===== config.mk =====
export PLATFORM = sky130hd
export DESIGN_NAME = pdc_channel
export DESIGN_NICKNAME = d
export VERILOG_FILES = /design/src/core/pdc_pkg.sv /design/src/core/pdc_channel.sv
export VERILOG_INCLUDE_DIRS = /design/src /design/src/core
export SDC_FILE = /design/constraint.sdc
export NUM_CORES = 1
export LEC_CHECK = 0
export BUFFER_PORTS_ARGS = -buffer_cell sky130_fd_sc_hd__buf_2
export CAP_MARGIN = 5
export CELL_PAD_IN_SITES_DETAIL_PLACEMENT = 1
export CELL_PAD_IN_SITES_GLOBAL_PLACEMENT = 2
export CORE_UTILIZATION = 35
export DETAILED_ROUTE_END_ITERATION = 16
export PLACE_DENSITY_LB_ADDON = 0.08
export SYNTH_ARGS = -nofsm -noshare
export SYNTH_HDL_FRONTEND = slang
export SYNTH_SLANG_ARGS = --single-unit
export TNS_END_PERCENT = 100

===== constraint.sdc =====
create_clock -name hclk -period 6.8 [get_ports hclk]
set_input_delay 1.02 -clock hclk [delete_from_list [all_inputs] [get_ports hclk]]
set_output_delay 1.02 -clock hclk [all_outputs]
set_load 0.05 [all_outputs]

===== src/core/pdc_defs.svh =====
// register offsets, field positions, reset values and cycle counts of the dma channel
`ifndef PDC_DEFS_SVH
`define PDC_DEFS_SVH
`define PDC_OFS_CPTR0 8'h00
`define PDC_OFS_APTR0 8'h04
`define PDC_OFS_CTRL 8'h08
`define PDC_OFS_CPTR1 8'h0C
`define PDC_OFS_APTR1 8'h10
`define PDC_OFS_SWAP 8'h14
`define PDC_CTL_PEND 5
`define PDC_CTL_MASK 4
`define PDC_CTL_IMSK 3
`define PDC_SWP_EN 0
`define PDC_RST_BYTE 8'h00
`define PDC_RST_PRIO 3'h7
`define PDC_SAMPLE_LAST 3'h4
`define PDC_RF_LAST 5'h07
`define PDC_MEM_LAST 5'h0F
`define PDC_RF_RDA 5'h00
`define PDC_RF_RDC 5'h01
`define PDC_RF_MOVE 5'h02
`define PDC_RF_WRA 5'h03
`define PDC_RF_WRC 5'h04
`define PDC_M_RDCH 5'h00
`define PDC_M_RDCL 5'h01
`define PDC_M_RDAH 5'h02
`define PDC_M_RDAL 5'h03
`define PDC_M_MOVE 5'h04
`define PDC_M_WRAH 5'h05
`define PDC_M_WRAL 5'h06
`define PDC_M_WRCH 5'h07
`define PDC_M_WRCL 5'h08
`endif


===== src/core/pdc_pkg.sv =====
// types shared by the peripheral dma channel
package pdc_pkg;
  typedef enum logic [1:0] {ST_IDLE, ST_ARMED, ST_RUN} pdc_state_t;
  typedef struct packed {
    logic [7:0] addr;
    logic [7:0] wdata;
    logic we;
    logic re;
  } pdc_rf_req_t;
  typedef struct packed {
    logic req;
    logic we;
    logic seg_sel;
    logic [15:0] addr;
    logic [7:0] wdata;
  } pdc_mem_req_t;
  typedef struct packed {
    logic [2:0] current_priority_level;
    logic top_isr;
    logic instr_end;
    logic irq_ack;
  } pdc_core_in_t;
endpackage : pdc_pkg


===== src/core/pdc_channel.sv =====
// peripheral dma channel with ahb-lite control registers
// Contract
// blocks up to 222 rf, 65536 memory
// rf mode: address even, count odd register
// counter pointer bit 0 selects rf/memory
// memory mode: 16-bit address and count pairs
// address pointer bit 0 selects segment register
// move datum, increment address, decrement count
// software keeps descriptors in 00h..DFh
// software preloads count and start address
// direction set by peripheral mode
// request when pending and mask set
// arbitrated with interrupts, eight levels
// dma needs level >= cpl, irq strictly higher
// same level: transfer before interrupt
// cpl unchanged, transfer not interruptible
// count zero: clear mask, end-of-block irq
// no acknowledge during top-level service
// requests sampled every 5 clock cycles
// rf transfer takes 8 cycles
// memory transfer 16 cycles plus waits
// swap mode alternates two descriptor tables
// swap block end keeps mask, raises irq
// pending set by trigger, cleared on ack
// irq mask enables end-of-block irq
// priority 0 highest through 7 lowest
// table-select flag toggles each block end; the code toggles it only while swap mode is enabled
`include "pdc_defs.svh"
module pdc_channel (
  input wire logic hclk,
  input wire logic hresetn,
  input wire logic hsel,
  input wire logic [31:0] haddr,
  input wire logic [1:0] htrans,
  input wire logic hwrite,
  input wire logic [2:0] hsize,
  input wire logic [31:0] hwdata,
  input wire logic hready,
  output logic hreadyout,
  output logic hresp,
  output logic [31:0] hrdata,
  input wire pdc_pkg::pdc_core_in_t core_in,
  output logic dma_busy,
  output logic irq_req,
  output logic [2:0] irq_level,
  input wire logic trigger,
  input wire logic periph_to_core,
  input wire logic [7:0] periph_rdata,
  output logic [7:0] periph_wdata,
  output logic periph_wr,
  output logic periph_rd,
  output pdc_pkg::pdc_rf_req_t rf_req,
  input wire logic [7:0] rf_rdata,
  output pdc_pkg::pdc_mem_req_t mem_req,
  input wire logic [7:0] mem_rdata,
  input wire logic mem_ready
);
  import pdc_pkg::*;

  // bus side state
  logic bw_r, bw_nxt;
  logic [7:0] wa_r, wa_nxt;
  logic [31:0] hrdata_r, hrdata_nxt;
  logic ap_valid;

  // channel state
  pdc_state_t state_r, state_nxt;
  logic pend_r, pend_nxt;
  logic mask_r, mask_nxt;
  logic imsk_r, imsk_nxt;
  logic [2:0] prio_r, prio_nxt;
  logic [1:0][7:0] cptr_r, cptr_nxt;
  logic [1:0][7:0] aptr_r, aptr_nxt;
  logic swap_en_r, swap_en_nxt;
  logic tsel_r, tsel_nxt;
  logic eob_r, eob_nxt;
  logic irq_req_r, irq_req_nxt;
  logic [2:0] samp_r, samp_nxt;
  logic [4:0] step_r, step_nxt;
  logic rfm_r, rfm_nxt;
  logic [7:0] dcp_r, dcp_nxt;
  logic [7:0] dap_r, dap_nxt;
  logic [15:0] cnt_r, cnt_nxt;
  logic [15:0] adr_r, adr_nxt;
  logic [7:0] pwd_r, pwd_nxt;
  logic pwr_r, pwr_nxt;
  logic prd_r, prd_nxt;

  logic tick, dma_ok, irq_ok, irq_cond, last_step, zero, block_end, stall;
  logic [15:0] adr_inc, cnt_dec;
  logic [7:0] cpe, cpo, ape, apo, wd;

  assign hreadyout = 1'b1;
  assign hresp = 1'b0;
  assign hrdata = hrdata_r;
  assign dma_busy = (state_r == ST_RUN);
  assign irq_req = irq_req_r;
  assign irq_level = prio_r;
  assign periph_wdata = pwd_r;
  assign periph_wr = pwr_r;
  assign periph_rd = prd_r;

  assign ap_valid = hsel & htrans[1] & hready;
  assign wd = hwdata[7:0];

  // bus: zero-wait slave, read data registered from the address phase
  always_comb begin
    bw_nxt = ap_valid & hwrite;
    wa_nxt = haddr[7:0];
    hrdata_nxt = 32'h0000_0000;
    if (ap_valid && !hwrite) begin
      unique case (haddr[7:0])
        `PDC_OFS_CPTR0: hrdata_nxt[7:0] = cptr_r[0];
        `PDC_OFS_APTR0: hrdata_nxt[7:0] = aptr_r[0];
        `PDC_OFS_CPTR1: hrdata_nxt[7:0] = cptr_r[1];
        `PDC_OFS_APTR1: hrdata_nxt[7:0] = aptr_r[1];
        `PDC_OFS_CTRL: hrdata_nxt[7:0] = {2'b00, pend_r, mask_r, imsk_r, prio_r};
        `PDC_OFS_SWAP: hrdata_nxt[7:0] = {4'h0, dma_busy, eob_r, tsel_r, swap_en_r};
        default: hrdata_nxt = 32'h0000_0000;
      endcase
    end
  end

  always_ff @(posedge hclk or negedge hresetn) begin
    if (!hresetn) begin
      bw_r <= 1'b0;
      wa_r <= `PDC_RST_BYTE;
      hrdata_r <= 32'h0000_0000;
    end else begin
      bw_r <= bw_nxt;
      wa_r <= wa_nxt;
      hrdata_r <= hrdata_nxt;
    end
  end

  // descriptor slots of the running transfer
  assign cpe = {dcp_r[7:1], 1'b0};
  assign cpo = {dcp_r[7:1], 1'b1};
  assign ape = {dap_r[7:1], 1'b0};
  assign apo = {dap_r[7:1], 1'b1};
  assign adr_inc = adr_r + 16'h0001;
  assign cnt_dec = cnt_r - 16'h0001;

  assign tick = (samp_r == `PDC_SAMPLE_LAST);
  // lower number is higher priority
  assign dma_ok = pend_r & mask_r & (prio_r <= core_in.current_priority_level) & ~core_in.top_isr;
  assign irq_cond = imsk_r & (eob_r | (pend_r & ~mask_r));
  assign irq_ok = irq_cond & (prio_r < core_in.current_priority_level);
  assign last_step = rfm_r ? (step_r == `PDC_RF_LAST) : (step_r == `PDC_MEM_LAST);
  // count 0 in memory mode wraps, giving the full 65536 transfers
  assign zero = rfm_r ? (cnt_r[7:0] == 8'h01) : (cnt_r == 16'h0001);
  assign block_end = dma_busy & last_step & zero;
  assign stall = dma_busy & ~rfm_r & (step_r == `PDC_M_MOVE) & ~mem_ready;

  // register-file and memory strobes follow the step counter
  always_comb begin
    rf_req = '0;
    mem_req = '0;
    if (dma_busy && rfm_r) begin
      case (step_r)
        `PDC_RF_RDA: begin rf_req.addr = cpe; rf_req.re = 1'b1; end
        `PDC_RF_RDC: begin rf_req.addr = cpo; rf_req.re = 1'b1; end
        `PDC_RF_MOVE: begin
          rf_req.addr = adr_r[7:0];
          rf_req.we = periph_to_core;
          rf_req.re = ~periph_to_core;
          rf_req.wdata = periph_rdata;
        end
        `PDC_RF_WRA: begin
          rf_req.addr = cpe;
          rf_req.we = 1'b1;
          rf_req.wdata = adr_inc[7:0];
        end
        `PDC_RF_WRC: begin
          rf_req.addr = cpo;
          rf_req.we = 1'b1;
          rf_req.wdata = cnt_dec[7:0];
        end
        default: rf_req = '0;
      endcase
    end else if (dma_busy) begin
      case (step_r)
        `PDC_M_RDCH: begin rf_req.addr = cpe; rf_req.re = 1'b1; end
        `PDC_M_RDCL: begin rf_req.addr = cpo; rf_req.re = 1'b1; end
        `PDC_M_RDAH: begin rf_req.addr = ape; rf_req.re = 1'b1; end
        `PDC_M_RDAL: begin rf_req.addr = apo; rf_req.re = 1'b1; end
        `PDC_M_MOVE: begin
          mem_req.req = 1'b1;
          mem_req.we = periph_to_core;
          mem_req.seg_sel = dap_r[0];
          mem_req.addr = adr_r;
          mem_req.wdata = periph_rdata;
        end
        `PDC_M_WRAH: begin rf_req.addr = ape; rf_req.we = 1'b1; rf_req.wdata = adr_inc[15:8]; end
        `PDC_M_WRAL: begin rf_req.addr = apo; rf_req.we = 1'b1; rf_req.wdata = adr_inc[7:0]; end
        `PDC_M_WRCH: begin rf_req.addr = cpe; rf_req.we = 1'b1; rf_req.wdata = cnt_dec[15:8]; end
        `PDC_M_WRCL: begin rf_req.addr = cpo; rf_req.we = 1'b1; rf_req.wdata = cnt_dec[7:0]; end
        default: rf_req = '0;
      endcase
    end
  end

  // channel next state
  always_comb begin
    state_nxt = state_r;
    pend_nxt = pend_r;
    mask_nxt = mask_r;
    imsk_nxt = imsk_r;
    prio_nxt = prio_r;
    cptr_nxt = cptr_r;
    aptr_nxt = aptr_r;
    swap_en_nxt = swap_en_r;
    tsel_nxt = tsel_r;
    eob_nxt = eob_r;
    irq_req_nxt = irq_req_r;
    samp_nxt = tick ? 3'h0 : samp_r + 3'h1;
    step_nxt = step_r;
    rfm_nxt = rfm_r;
    dcp_nxt = dcp_r;
    dap_nxt = dap_r;
    cnt_nxt = cnt_r;
    adr_nxt = adr_r;
    pwd_nxt = pwd_r;
    pwr_nxt = 1'b0;
    prd_nxt = 1'b0;
    if (bw_r) begin
      unique case (wa_r)
        `PDC_OFS_CPTR0: cptr_nxt[0] = wd;
        `PDC_OFS_APTR0: aptr_nxt[0] = wd;
        `PDC_OFS_CPTR1: cptr_nxt[1] = wd;
        `PDC_OFS_APTR1: aptr_nxt[1] = wd;
        `PDC_OFS_CTRL: begin
          pend_nxt = wd[`PDC_CTL_PEND];
          mask_nxt = wd[`PDC_CTL_MASK];
          imsk_nxt = wd[`PDC_CTL_IMSK];
          prio_nxt = wd[2:0];
        end
        `PDC_OFS_SWAP: swap_en_nxt = wd[`PDC_SWP_EN];
        default: ;
      endcase
    end
    if (core_in.irq_ack) begin
      irq_req_nxt = 1'b0;
      eob_nxt = 1'b0;
      if (!mask_r) pend_nxt = 1'b0;
    end
    unique case (state_r)
      ST_IDLE: begin
        if (tick && dma_ok) begin
          state_nxt = ST_ARMED;
        end
        // transfer wins a tie; no irq raised while one is granted
        if (tick && irq_ok && !dma_ok) begin
          irq_req_nxt = 1'b1;
        end
      end
      ST_ARMED: begin
        // grant lands at the instruction boundary
        if (core_in.instr_end) begin
          state_nxt = ST_RUN;
          step_nxt = 5'h00;
          pend_nxt = 1'b0;
          rfm_nxt = cptr_r[tsel_r][0];
          dcp_nxt = cptr_r[tsel_r];
          dap_nxt = aptr_r[tsel_r];
        end
      end
      ST_RUN: begin
        if (rfm_r) begin
          case (step_r)
            `PDC_RF_RDA: adr_nxt = {8'h00, rf_rdata};
            `PDC_RF_RDC: cnt_nxt = {8'h00, rf_rdata};
            `PDC_RF_MOVE: begin
              prd_nxt = periph_to_core;
              pwr_nxt = ~periph_to_core;
              if (!periph_to_core) pwd_nxt = rf_rdata;
            end
            default: ;
          endcase
        end else begin
          case (step_r)
            `PDC_M_RDCH: cnt_nxt[15:8] = rf_rdata;
            `PDC_M_RDCL: cnt_nxt[7:0] = rf_rdata;
            `PDC_M_RDAH: adr_nxt[15:8] = rf_rdata;
            `PDC_M_RDAL: adr_nxt[7:0] = rf_rdata;
            `PDC_M_MOVE: begin
              if (mem_ready) begin
                prd_nxt = periph_to_core;
                pwr_nxt = ~periph_to_core;
                if (!periph_to_core) pwd_nxt = mem_rdata;
              end
            end
            default: ;
          endcase
        end
        if (!stall) step_nxt = step_r + 5'h01;
        if (last_step) state_nxt = ST_IDLE;
      end
      default: state_nxt = ST_IDLE;
    endcase
    if (block_end) begin
      eob_nxt = 1'b1;
      if (swap_en_r) begin
        tsel_nxt = ~tsel_r;
      end else begin
        mask_nxt = 1'b0;
      end
    end
    // a trigger in the clearing cycle is kept
    if (trigger) pend_nxt = 1'b1;
  end

  always_ff @(posedge hclk or negedge hresetn) begin
    if (!hresetn) begin
      state_r <= ST_IDLE;
      pend_r <= 1'b0;
      mask_r <= 1'b0;
      imsk_r <= 1'b0;
      prio_r <= `PDC_RST_PRIO;
      cptr_r <= '0;
      aptr_r <= '0;
      swap_en_r <= 1'b0;
      tsel_r <= 1'b0;
      eob_r <= 1'b0;
      irq_req_r <= 1'b0;
      samp_r <= 3'h0;
      step_r <= 5'h00;
      rfm_r <= 1'b0;
      dcp_r <= `PDC_RST_BYTE;
      dap_r <= `PDC_RST_BYTE;
      cnt_r <= 16'h0000;
      adr_r <= 16'h0000;
      pwd_r <= `PDC_RST_BYTE;
      pwr_r <= 1'b0;
      prd_r <= 1'b0;
    end else begin
      state_r <= state_nxt;
      pend_r <= pend_nxt;
      mask_r <= mask_nxt;
      imsk_r <= imsk_nxt;
      prio_r <= prio_nxt;
      cptr_r <= cptr_nxt;
      aptr_r <= aptr_nxt;
      swap_en_r <= swap_en_nxt;
      tsel_r <= tsel_nxt;
      eob_r <= eob_nxt;
      irq_req_r <= irq_req_nxt;
      samp_r <= samp_nxt;
      step_r <= step_nxt;
      rfm_r <= rfm_nxt;
      dcp_r <= dcp_nxt;
      dap_r <= dap_nxt;
      cnt_r <= cnt_nxt;
      adr_r <= adr_nxt;
      pwd_r <= pwd_nxt;
      pwr_r <= pwr_nxt;
      prd_r <= prd_nxt;
    end
  end

  // helper: length of the current busy run
  logic [7:0] run_len_r, run_len_nxt;
  always_comb begin
    run_len_nxt = dma_busy ? run_len_r + 8'h01 : 8'h00;
  end
  always_ff @(posedge hclk or negedge hresetn) begin
    if (!hresetn) run_len_r <= 8'h00;
    else run_len_r <= run_len_nxt;
  end
endmodule : pdc_channel


* Yosys cells after proc, flatten, opt, wreduce, memory -nomap -nowiden
Index checks and enable logic that the tools add are counted.
Cells by class: add/subtract/negate cells 4, multiply operators 0, div/mod/pow operators 0, order comparisons 3, equal/unequal tests 33, shift-type cells 0, muxes and demuxes 67, bitwise gates (word level) 21, reductions and logical operators 41
Operators by type and width (number):
- $mux W8 | 15
- $mux W27 | 3
- $mux W16 | 4
- $pmux W8 S6 | 1
- $mux W18 | 2
- $pmux W9 S4 | 1
- $eq A8 B4 Y1 const B | 4
- $eq A8 B5 Y1 const B | 4
- $pmux W8 S4 | 1
- $mux W1 | 29
- $pmux W9 S3 | 1
- $pmux W8 S3 | 1
- $eq A5 B3 Y1 const B | 4
- $reduce_and A2 Y1 | 9
- $add A16 B1 Y16 const B | 1
- $eq A16 B1 Y1 const B | 1
- $eq A8 B3 Y1 const B | 2
- $logic_not A8 Y1 | 2
- $sub A16 B1 Y16 const B | 1
- $reduce_and A3 Y1 | 5
- $and A1 B1 Y1 | 14
- $reduce_bool A2 Y1 | 7
- $reduce_or A2 Y1 | 7
- $eq A5 B2 Y1 const B | 2
- other kinds (27) | 48
Storage, ports and cells: flip-flop bits (word level) 128, latch bits 0, memory bits (writable) 0, ROM bits 0, output and inout bits 94, word-level logic and storage cells 197, memories 0

* Logic depth before layout (Yosys ltp)
Gate-level depths: netlist (run 1).
depth in word-level cells 9, mapped depth 9, depth with buffers taken out 8

* Worst setup path after synthesis (run 1)
OpenSTA, ideal clock, no wires.
kind reg-to-output, from register step_r[0], to output rf_req[1] (netlist bit), arrival time 2647 ps, setup slack 3133 ps, cell stages (with the launch flop) 9, buffers on the path 2, path through dfrtp_1 > inv_1 > ha_1 > nand2b_1 > nor3_1 > clkbuf_1 > clkbuf_1 > a21oi_1 > o21ai_0
RTL lines:
- from (decl) | RTL line pdc_channel.sv:79 | logic [4:0] step_r, step_nxt;
- from (signal assigned) | RTL line pdc_channel.sv:349 | step_r <= step_nxt;
- to (decl) | RTL line pdc_channel.sv:52 | output pdc_pkg::pdc_rf_req_t rf_req,

==> results of run 1 <==
## sequential cells by signal, summed over array words and instances, names as in the netlist, 5 cells and up
| signal | cells |
|---|---|
| aptr_r | 16 |
| hrdata | 8 |
| step_r | 5 |
| wa_r | 8 |
| cptr_r | 16 |
| cnt_r | 16 |
| dap_r | 8 |
| periph_wdata | 8 |
| dcp_r | 8 |
| adr_r | 16 |
## cell families (layout without fill, tap and decap cells)
group	count (synthesis)	in the layout	synth area share [%]
adders and majority gates	13	13	2.26
xor gates and xnor gates	27	27	3.28
AOI/OAI and AO/OA	147	147	12.8
and+or+nand+nor	216	216	15.7
other	2	26	0.104
DFF	127	127	44.1
muxes	102	102	15.7
buffers and inverters	77	184	5.99
## layout make-up
cell class	instances	area share [%]
clock buffers	20	5.32
well taps	270	3.93
multi-input cells	531	43.2
inverters	24	1.05
clock inverters	12	1.83
flip-flops and latches	127	37.0
repair buffers	128	7.66
## worst paths after layout
kind                       cells past startpoint             startpoint               endpoint
setup / recovery                               6  step_r[0]$_DFFE_PN0P_            mem_req[16]
hold / removal                                 1    samp_r[0]$_DFF_PN0_    samp_r[0]$_DFF_PN0_
setup reg to reg                               8  step_r[0]$_DFFE_PN0P_  step_r[2]$_DFFE_PN0P_
hold reg to reg                                1    samp_r[0]$_DFF_PN0_    samp_r[0]$_DFF_PN0_
max in group asynchronous                      2                hresetn      irq_req$_DFF_PN0_
min in group asynchronous                      1                hresetn   adr_r[9]$_DFFE_PN0P_
## where the power goes
part | internal (mW) | switching [mW]
combinational | 0.389 | 0.774
clock | 0.599 | 0.349
sequential | 0.917 | 0.243
total | 1.91 | 1.37
## routing by layer
| metal | share of wire, % | wire [um] |
|---|---|---|
| met5 | 0 | 0 |
| met1 | 45 | 10400 |
| met2 | 50 | 11600 |
| met3 | 4.0 | 916 |
| met4 | 1.4 | 314 |
## worst max-delay path, cell delays in order, from the launching register on
cell,delay (ns)
dfrtp_1,0.43
inv_1,0.10
ha_1,0.21
nor4bb_4,0.90
nand2_1,0.48
nor2_1,0.24
buf_2,0.29
## cell usage in the layout, fill, tap and decap left out, drive strengths merged, types with 30 or more instances in the layout
cell type / synthesis / routed
nor2: 38 / 38
dfrtp: 124 / 124
nand2: 54 / 54
buf: 29 / 128
mux2: 67 / 67
mux2i: 33 / 33
o21ai: 40 / 40
a21oi: 30 / 30
==> impl_metrics.sql, run 1 <==
INSERT INTO impl_metrics (metric_group, metric, value, unit) VALUES
('run_status', 'outcome', 'complete, no violations', ''),
('global_route', 'grtUsageTotal', '22.4', '%'),
('worst_setup_path', 'critical_path_peak_fanout', '27', ''),
('sta', 'fmax', '244', 'MHz'),
('worst_setup_path', 'criticalPathCategory', 'flop to output pin', ''),
('placed_design', 'dpl-instance-area', '7980', 'sq um'),
('global_route', 'global_route_wire_length_before_repair', '36200', 'um'),
('global_route', 'grt_use_met2', '38.7', '%'),
('global_route', 'grt_antenna_before_repair', '0', ''),
('yosys', 'yosys_register_bits', '127', ''),
('sta', 'drv_slew', '0', ''),
('clock_network', 'cts.reportedPaths.clkPinSlew', '0.06', 'ns'),
('sta', 'worst_slew_pin_tran', '1.23', 'ns'),
('detailed_routing', 'route.detailed.wl_per_inst', '20.9', 'um'),
('final_layout', 'layoutNonFillerInstCount', '1112', ''),
('detailed_routing', 'via_per_inst', '5.28', ''),
('yosys', 'most_instantiated_library_cell_after_synthesis', 'dfrtp_1', ''),
('placed_design', 'place.gp.congestion', '0.855', ''),
('power_and_ir_drop', 'power_leakage', '3.96', 'nW'),
('final_layout', 'area_taken_by_multi_input_logic_gates', '3710', 'sq um'),
('detailed_routing', 'ant_nets', '0', ''),
('yosys', 'synthFlopType', 'dfrtp_1', ''),
('yosys', 'synth-edff-count', '0', ''),
('detailed_routing', 'postRouteWirelength', '23200', 'um'),
('clock_network', 'post_cts_resize_count', '0', ''),
('detailed_routing', 'dr.first_iter.drc_count', '244', ''),
('yosys', 'yosys_warnings', '0', ''),
('floorplanning', 'die_width', '146', 'um'),
('clock_network', 'clock_path_buffers', '2', ''),
('detailed_routing', 'detail_route.first_pass.iterations', '5', ''),
('yosys', 'syn_inst', '711', ''),
('job', 'maxCapViolations', '0', ''),
('yosys', 'synth_async_sr_flop_share', '100', '%'),
('detailed_routing', 'num_vias', '5867', ''),
('sta', 'post-route-min-period', '4.10', 'ns'),
('sta', 'layout_worst_path_cycle_share', '60.3', '%'),
('floorplanning', 'design.die.area', '21200', 'sq um'),
('sta', 'slew-limit-headroom', '17.4', '%'),
('power_and_ir_drop', 'maximum_resistive_drop_on_vdd', '0.200', 'mV'),
('clock_network', 'cts_made_buffers', '17', ''),
('global_route', 'groute.layer.met1.usage', '28.6', '%'),
('final_layout', 'layout.cell_area.non_filler', '8590', 'sq um'),
('final_layout', 'area.sequential', '3180', 'sq um'),
('final_layout', 'finish.net_count', '949', ''),
('worst_setup_path', 'cp_data_arrival_time', '3.08', 'ns'),
('global_route', 'grt_max_degree', '77', ''),
('floorplanning', 'core.rowCount', '52', ''),
('global_route', 'grt.met3_usage', '4.29', '%'),
('yosys', 'synthDominantAreaCellType', 'dfrtp_1', ''),
('clock_network', 'clkLatencyLatePin', '0.42', 'ns'),
('final_layout', 'layout-area-overhead-vs-synth', '19.2', '%'),
('worst_setup_path', 'kind_of_end_point_of_the_critical_path', 'output pin', ''),
('clock_network', 'hold_buffers', '0', ''),
('clock_network', 'cts-root-buf', 'clkbuf_16', ''),
('clock_network', 'post-cts-setup-buffers', '0', ''),
('floorplanning', 'initial_utilization', '35.6', '%'),
('worst_setup_path', 'critical_path_required', '5.78', 'ns'),
('clock_network', 'tritoncts', 'done', ''),
('min_path', 'hold_class', 'flop to flop', ''),
('final_layout', 'final_util', '42.5', '%'),
('placed_design', 'place.port_buffers', '122', ''),
('final_layout', 'final.fill_count', '2337', ''),
('detailed_routing', 'drcViolationCount', '0', ''),
('placed_design', 'place.detailed.hpwl', '17500', 'um'),
('placed_design', 'placed_cells_incl_taps', '1080', ''),
('yosys', 'synth_cell_types', '62', ''),
('floorplanning', 'floorplan.io_pins', '201', ''),
('sta', 'unrepaired_setup_endpoints_after_global_routing', 'no', ''),
('sta', 'fin_worst_skew', '0.0134', 'ns'),
('yosys', 'synth_seq_area_share', '44.1', '%'),
('floorplanning', 'core_area', '20200', 'sq um');
(Power assumes the default switching activity.)
==> inputs of run 2 (changes only) <==
Settings changed: ABC_AREA from default to 1, CORE_UTILIZATION 35 to 26.
Clock period 6.8 ns to 3.75 ns, I/O delays scaled along.
==> impl_metrics.sql, run 2 <==
INSERT INTO impl_metrics (metric_group, metric, value, unit) VALUES
('run_status', 'outcome', 'complete, no violations', ''),
('clock_network', 'clock_path_buffers', '2', ''),
('power_and_ir_drop', 'share_seq_of_total_power', '33.2', '%'),
('worst_setup_path', 'crit_path_cell_trace', 'inv_1, ha_1, inv_1, nor2_1, nand2_2, nand2_1, nor2_1, o22ai_1, nand2_1, o21ai_0, buf_2', ''),
('sta', 'unrepaired_setup_endpoints_after_global_routing', 'no', ''),
('power_and_ir_drop', 'power_frac_comb', '35.8', '%'),
('final_layout', 'finish.net_count', '1295', ''),
('yosys', 'synthFlopType', 'dfrtp_1', ''),
('sta', 'fmax', '289', 'MHz'),
('floorplanning', 'design.die.area', '29800', 'sq um'),
('worst_setup_path', 'critical-path-max-stage-delay', '0.53', 'ns'),
('global_route', 'grt_antenna_before_repair', '1', ''),
('global_route', 'global_route_wire_length_before_repair', '44600', 'um'),
('yosys', 'synth_cell_types', '46', ''),
('yosys', 'synth.top_cells.by_area', 'dfrtp_1 (41%), nand2_1 (13%), o21ai_0 (8.1%), inv_1 (6.6%), nor2_1 (6.0%)', ''),
('global_route', 'grtUsageTotal', '19.7', '%'),
('final_layout', 'layout-area-overhead-vs-synth', '20.3', '%'),
('floorplanning', 'floorplan.io_pins', '201', ''),
('power_and_ir_drop', 'power.clock.fraction', '31.0', '%'),
('clock_network', 'htree_levels', '4', ''),
('placed_design', 'preCtsSetupSlack', '0.727', 'ns'),
('worst_setup_path', 'critical_path_required', '3.19', 'ns'),
('worst_setup_path', 'criticalPathCategory', 'flop to output pin', ''),
('sta', 'worst_slew_pin_tran', '0.916', 'ns'),
('final_layout', 'layout_common_cells', 'nand2_1 (271), inv_1 (134), dfrtp_1 (124)', ''),
('worst_setup_path', 'cp_top_family', 'simple AND/OR/NAND/NOR gates', ''),
('placed_design', 'place.detailed.hpwl', '22000', 'um'),
('yosys', 'synth.cells.most_frequent', 'nand2_1 (271), inv_1 (134), dfrtp_1 (124)', ''),
('power_and_ir_drop', 'p_switching', '2.46', 'mW'),
('worst_setup_path', 'critical_path.n_buffers_inverters', '3', ''),
('worst_setup_path', 'cp.depth', '11', ''),
('floorplanning', 'initial_utilization', '26.4', '%'),
('yosys', 'synthDominantAreaCellType', 'dfrtp_1', ''),
('detailed_routing', 'route.detailed.wl_per_inst', '18.1', 'um'),
('clock_network', 'post_cts_resize_count', '0', ''),
('final_layout', 'post_route_cells_drive_above_1_share', '16.8', '%'),
('sta', 'layout_worst_path_cycle_share', '92.3', '%'),
('clock_network', 'clkLatencyLatePin', '0.43', 'ns'),
('job', 'maxCapViolations', '0', ''),
('worst_setup_path', 'kind_of_end_point_of_the_critical_path', 'output pin', ''),
('clock_network', 'tritoncts', 'done', ''),
('floorplanning', 'die_width', '173', 'um'),
('detailed_routing', 'dr.first_iter.drc_count', '359', ''),
('placed_design', 'place.port_buffers', '122', ''),
('sta', 'slew-limit-headroom', '38.9', '%'),
('power_and_ir_drop', 'power.share.switching', '43.5', '%'),
('floorplanning', 'die_h', '173', 'um'),
('yosys', 'yosys_warnings', '0', ''),
('floorplanning', 'core_area', '28700', 'sq um'),
('power_and_ir_drop', 'p_int', '3.20', 'mW'),
('power_and_ir_drop', 'p_total', '5.66', 'mW'),
('yosys', 'synth_async_sr_flop_share', '100', '%'),
('sta', 'timing.final.hold_violations', '0', ''),
('final_layout', 'layoutNonFillerInstCount', '1573', ''),
('global_route', 'grt_max_degree', '70', ''),
('yosys', 'yosys_register_bits', '127', ''),
('floorplanning', 'core.rowCount', '62', ''),
('yosys', 'mappedNetlistArea', '7570', 'sq um'),
('clock_network', 'cts.reportedPaths.clkPinSlew', '0.06', 'ns'),
('sta', 'fin_hold_ws', '0.137', 'ns'),
('worst_setup_path', 'r2r_setup_slack', '1.41', 'ns'),
('yosys', 'synth.top_cell.area_share', '41.0', '%'),
('detailed_routing', 'detail_route.first_pass.iterations', '4', ''),
('power_and_ir_drop', 'maximum_resistive_drop_on_vdd', '0.194', 'mV'),
('detailed_routing', 'via_per_inst', '4.55', ''),
('clock_network', 'tritoncts_num_sinks', '127', ''),
('worst_setup_path', 'critPathLaunch', 'step_r[0]$_DFFE_PN0P_', ''),
('worst_setup_path', 'reg2reg_from', 'dcp_r[0]$_DFFE_PN0P_', ''),
('min_path', 'hold_class', 'primary input to async pin', ''),
('detailed_routing', 'drcViolationCount', '0', ''),
('worst_setup_path', 'reg2regPathDepth', '7', ''),
('sta', 'fin_worst_skew', '0.0161', 'ns'),
('yosys', 'most_instantiated_library_cell_after_synthesis', 'nand2_1', ''),
('global_route', 'gr-total-overflow', '0', ''),
('worst_setup_path', 'critical_path_peak_fanout', '10', ''),
('detailed_routing', 'num_vias', '7152', ''),
('clock_network', 'post-cts-setup-buffers', '0', ''),
('clock_network', 'hold_buffers', '0', ''),
('yosys', 'synth_seq_area_share', '42.0', '%'),
('clock_network', 'cts-root-buf', 'clkbuf_16', ''),
('sta', 'drv_slew', '0', ''),
('sta', 'setup_violations', '0', ''),
('detailed_routing', 'postRouteWirelength', '28500', 'um'),
('global_route', 'grt_pass1_vias', '7525', ''),
('worst_setup_path', 'cp_data_arrival_time', '2.90', 'ns'),
('yosys', 'synth_area_per_cell', '7.17', 'sq um'),
('yosys', 'synth-edff-count', '0', ''),
('clock_network', 'cts_made_buffers', '17', ''),
('power_and_ir_drop', 'power_leakage', '4.83', 'nW'),
('worst_setup_path', 'slowest_stage', 'nor2_1', ''),
('worst_setup_path', 'regToRegEndpoint', 'cnt_r[15]$_DFFE_PN0P_', ''),
('final_layout', 'final_common_cell', 'nand2_1', ''),
('placed_design', 'place.gp.congestion', '0.840', ''),
('placed_design', 'dpl-instance-area', '8490', 'sq um'),
('detailed_routing', 'ant_nets', '0', ''),
('final_layout', 'layout.cell_area.non_filler', '9100', 'sq um'),
('sta', 'finalSetupTns', '0', 'ns'),
('placed_design', 'placed_cells_incl_taps', '1540', ''),
('yosys', 'syn_inst', '1056', ''),
('worst_setup_path', 'timing.critical_path.from_type', 'flop', ''),
('worst_setup_path', 'crit_path_end', 'rf_req[13]', ''),
('sta', 'post-route-worst-setup-slack', '0.289', 'ns'),
('sta', 'post-route-min-period', '3.46', 'ns'),
('final_layout', 'final_util', '31.7', '%'),
('power_and_ir_drop', 'power_density', '622', 'nW/um^2');
-- run 2: metal layers --
metal | vias up | part of all wire, % | track usage (%)
met5 | - | 0 | 0
met4 | 0 | 2.5 | 7.18
met3 | 35 | 2.2 | 2.66
met2 | 106 | 51 | 34.2
met1 | 3430 | 45 | 24.7
li1 | 3581 | - | -
-- run 2: worst min path at each step --
stage                        startpoint                    end  cells after the start
floorplan                       hresetn   adr_r[0]$_DFFE_PN0P_                      0
CTS                             hresetn  step_r[1]$_DFFE_PN0P_                      1
global route                    hresetn    samp_r[0]$_DFF_PN0_                      1
finish                          hresetn  step_r[1]$_DFFE_PN0P_                      1
global placement    samp_r[0]$_DFF_PN0_    samp_r[0]$_DFF_PN0_                      1
detailed placement  samp_r[0]$_DFF_PN0_    samp_r[0]$_DFF_PN0_                      1
-- run 2: worst reg2reg max path, stage by stage (launching register included) --
cell	delay [ns]
dfrtp_1	0.32
buf_4	0.26
inv_2	0.16
nor2_4	0.30
inv_2	0.20
o22ai_2	0.66
nand2_1	0.22
o21ai_0	0.14
-- run 2: cell families after synthesis --
logic type                 synth area share, %
and+or+nand+nor                           28.6
AOI/OAI and AO/OA                         15.0
buffers and inverters                     11.3
DFF                                       42.0
adders and majority gates                 2.15
xor gates and xnor gates                 0.810
other                                   0.0992
-- run 2: final cells by class --
cell class | count | area (sq um)
flip-flops and latches | 127 | 3180
multi-input cells | 755 | 3620
well taps | 384 | 480
clock buffers | 19 | 453
fillers | 3631 | 19600
diodes | 1 | 2.50
inverters | 149 | 562
repair buffers | 125 | 652
clock inverters | 13 | 154
-- run 2: power groups by stage --
stage               Combinational [mW]  Sequential (mW)  Clock (mW)
global route                      2.29             1.92        1.85
detailed placement                2.04             1.91           0
floorplan                         1.30             1.94           0
finish                            2.03             1.88        1.75
global placement                  2.03             1.91           0
CTS                               2.05             1.88        1.80
==> inputs of run 3 (changes only) <==
Settings changed: GPL_ROUTABILITY_DRIVEN from default to 0, GPL_TIMING_DRIVEN from default to 0.
==> impl_metrics.sql, run 3 (same netlist as run 2, synthesis figures left out) <==
INSERT INTO impl_metrics (metric_group, metric, value, unit) VALUES
('floorplanning', 'core_area', '28700', 'sq um'),
('worst_setup_path', 'timing.critical_path.from_type', 'flop', ''),
('detailed_routing', 'dr.first_iter.drc_count', '325', ''),
('placed_design', 'place.detailed.hpwl', '23400', 'um'),
('worst_setup_path', 'critical_path_required', '3.19', 'ns'),
('placed_design', 'placed_cells_incl_taps', '1587', ''),
('final_layout', 'layout_common_cells', 'nand2_1 (271), inv_1 (134), buf_2 (127)', ''),
('final_layout', 'layout.cell_area.non_filler', '9350', 'sq um'),
('sta', 'slew-limit-headroom', '51.0', '%'),
('clock_network', 'post-cts-setup-buffers', '0', ''),
('global_route', 'grt_max_degree', '68', ''),
('floorplanning', 'die_width', '173', 'um'),
('sta', 'post-route-worst-setup-slack', '0.294', 'ns'),
('global_route', 'groute.layer.met1.usage', '25.1', '%'),
('clock_network', 'cts-root-buf', 'clkbuf_16', ''),
('power_and_ir_drop', 'power_leakage', '5.01', 'nW'),
('global_route', 'grtUsageTotal', '20.3', '%'),
('worst_setup_path', 'regToRegEndpoint', 'adr_r[11]$_DFFE_PN0P_', ''),
('final_layout', 'post_route_cells_drive_above_1_share', '18.7', '%'),
('clock_network', 'cts_made_buffers', '17', ''),
('global_route', 'grt_antenna_before_repair', '0', ''),
('worst_setup_path', 'kind_of_end_point_of_the_critical_path', 'output pin', ''),
('sta', 'post-route-min-period', '3.46', 'ns'),
('final_layout', 'antenna-diode-count', '0', ''),
('clock_network', 'cts.reportedPaths.clkPinSlew', '0.07', 'ns'),
('final_layout', 'layoutNonFillerInstCount', '1619', ''),
('sta', 'finalSetupTns', '0', 'ns'),
('power_and_ir_drop', 'power_density', '591', 'nW/um^2'),
('final_layout', 'final_util', '32.6', '%'),
('sta', 'unrepaired_setup_endpoints_after_global_routing', 'no', ''),
('detailed_routing', 'via_per_inst', '4.57', ''),
('min_path', 'hold_class', 'primary input to async pin', ''),
('detailed_routing', 'route.detailed.wl_per_inst', '18.0', 'um'),
('final_layout', 'finish.net_count', '1342', ''),
('worst_setup_path', 'cp_data_arrival_time', '2.89', 'ns'),
('power_and_ir_drop', 'p_total', '5.53', 'mW'),
('placed_design', 'preCtsSetupSlack', '0.742', 'ns'),
('job', 'maxCapViolations', '0', ''),
('clock_network', 'post_cts_resize_count', '0', ''),
('worst_setup_path', 'r2r_setup_slack', '1.53', 'ns'),
('worst_setup_path', 'reg2regPathDepth', '11', ''),
('final_layout', 'final_common_cell', 'nand2_1', ''),
('floorplanning', 'design.die.area', '29800', 'sq um'),
('detailed_routing', 'detail_route.first_pass.iterations', '5', ''),
('floorplanning', 'initial_utilization', '26.4', '%'),
('global_route', 'grt_use_met2', '36.9', '%'),
('run_status', 'outcome', 'complete, no violations', ''),
('global_route', 'gr-total-overflow', '0', ''),
('floorplanning', 'floorplan.io_pins', '201', ''),
('worst_setup_path', 'critical_path_peak_fanout', '10', ''),
('global_route', 'grt.busiest_layer', 'met2', ''),
('worst_setup_path', 'criticalPathCategory', 'flop to output pin', ''),
('clock_network', 'tritoncts_num_sinks', '127', ''),
('power_and_ir_drop', 'maximum_resistive_drop_on_vdd', '0.223', 'mV'),
('global_route', 'grt.met3_usage', '2.29', '%'),
('sta', 'drv_slew', '0', ''),
('detailed_routing', 'num_vias', '7400', ''),
('clock_network', 'clkLatencyLatePin', '0.43', 'ns'),
('clock_network', 'htree_levels', '4', ''),
('detailed_routing', 'ant_nets', '0', ''),
('clock_network', 'clock_path_buffers', '2', ''),
('sta', 'worst_slew_pin_tran', '0.732', 'ns'),
('floorplanning', 'die_h', '173', 'um'),
('sta', 'setup_violations', '0', ''),
('global_route', 'grt_pass1_vias', '7820', ''),
('sta', 'layout_worst_path_cycle_share', '92.2', '%'),
('global_route', 'global_route_wire_length_before_repair', '46300', 'um'),
('sta', 'timing.final.hold_violations', '0', ''),
('floorplanning', 'core.rowCount', '62', ''),
('placed_design', 'place.port_buffers', '122', ''),
('clock_network', 'hold_buffers', '0', ''),
('sta', 'fmax', '289', 'MHz'),
('worst_setup_path', 'reg2reg_from', 'step_r[0]$_DFFE_PN0P_', ''),
('detailed_routing', 'postRouteWirelength', '29200', 'um'),
('final_layout', 'layout-area-overhead-vs-synth', '23.6', '%'),
('sta', 'fin_hold_ws', '0.113', 'ns'),
('clock_network', 'tritoncts', 'done', ''),
('sta', 'fin_worst_skew', '0.0154', 'ns'),
('placed_design', 'dpl-instance-area', '8780', 'sq um'),
('detailed_routing', 'drcViolationCount', '0', '');
[run 3: cell count changes in the layout (fill, tap and decap cells not counted), sizes merged]
cell / delta
clkinvlp: -1
bufinv: -1
inv: -5
buf: +31
diode: -1
clkinv: +7
clkbuf: +16
[run 3: worst max path at each step]
stage                          startpoint               endpoint  slack, ns  depth (start not counted)
global route        step_r[0]$_DFFE_PN0P_             rf_req[11]       0.07                         11
global placement                  hresetn  cptr_r[6]$_DFFE_PN0P_       0.11                          1
finish              step_r[0]$_DFFE_PN0P_             rf_req[11]       0.29                         11
floorplan           step_r[0]$_DFFE_PN0P_             rf_req[12]       0.92                         10
detailed placement   adr_r[1]$_DFFE_PN0P_              rf_req[4]       0.74                         12
CTS                  adr_r[1]$_DFFE_PN0P_              rf_req[4]       0.28                         12
[run 3: report_power, final]
group | internal [mW] | switching [mW]
Combinational | 0.596 | 1.44
Clock | 0.946 | 0.666
Sequential | 1.59 | 0.291
Total | 3.14 | 2.40
[run 3: worst max-delay path, cell delays in order (launching register included)]
cell	delay, ns
dfrtp_1	0.45
inv_1	0.09
ha_1	0.20
inv_1	0.05
nor2_1	0.06
nand2_2	0.26
nand2_1	0.13
nor2_1	0.54
o22ai_1	0.15
nand2_1	0.08
o21ai_0	0.18
buf_2	0.29
[run 3: layout make-up]
type / count / area [sq um]
Fill cell: 3635 / 19300
Multi-Input combinational cell: 755 / 3620
Sequential cell: 127 / 3180
Timing Repair Buffer: 123 / 644
Inverter: 149 / 562
Tap cell: 384 / 480
Clock buffer: 19 / 453
Buffer: 49 / 297
Clock inverter: 13 / 116
[run 3: metal layers]
metal / vias to the layer above / share of wire (%)
met5: - / 0
met4: 0 / 1.3
met3: 22 / 2.2
met2: 102 / 52
met1: 3598 / 44
li1: 3678 / -
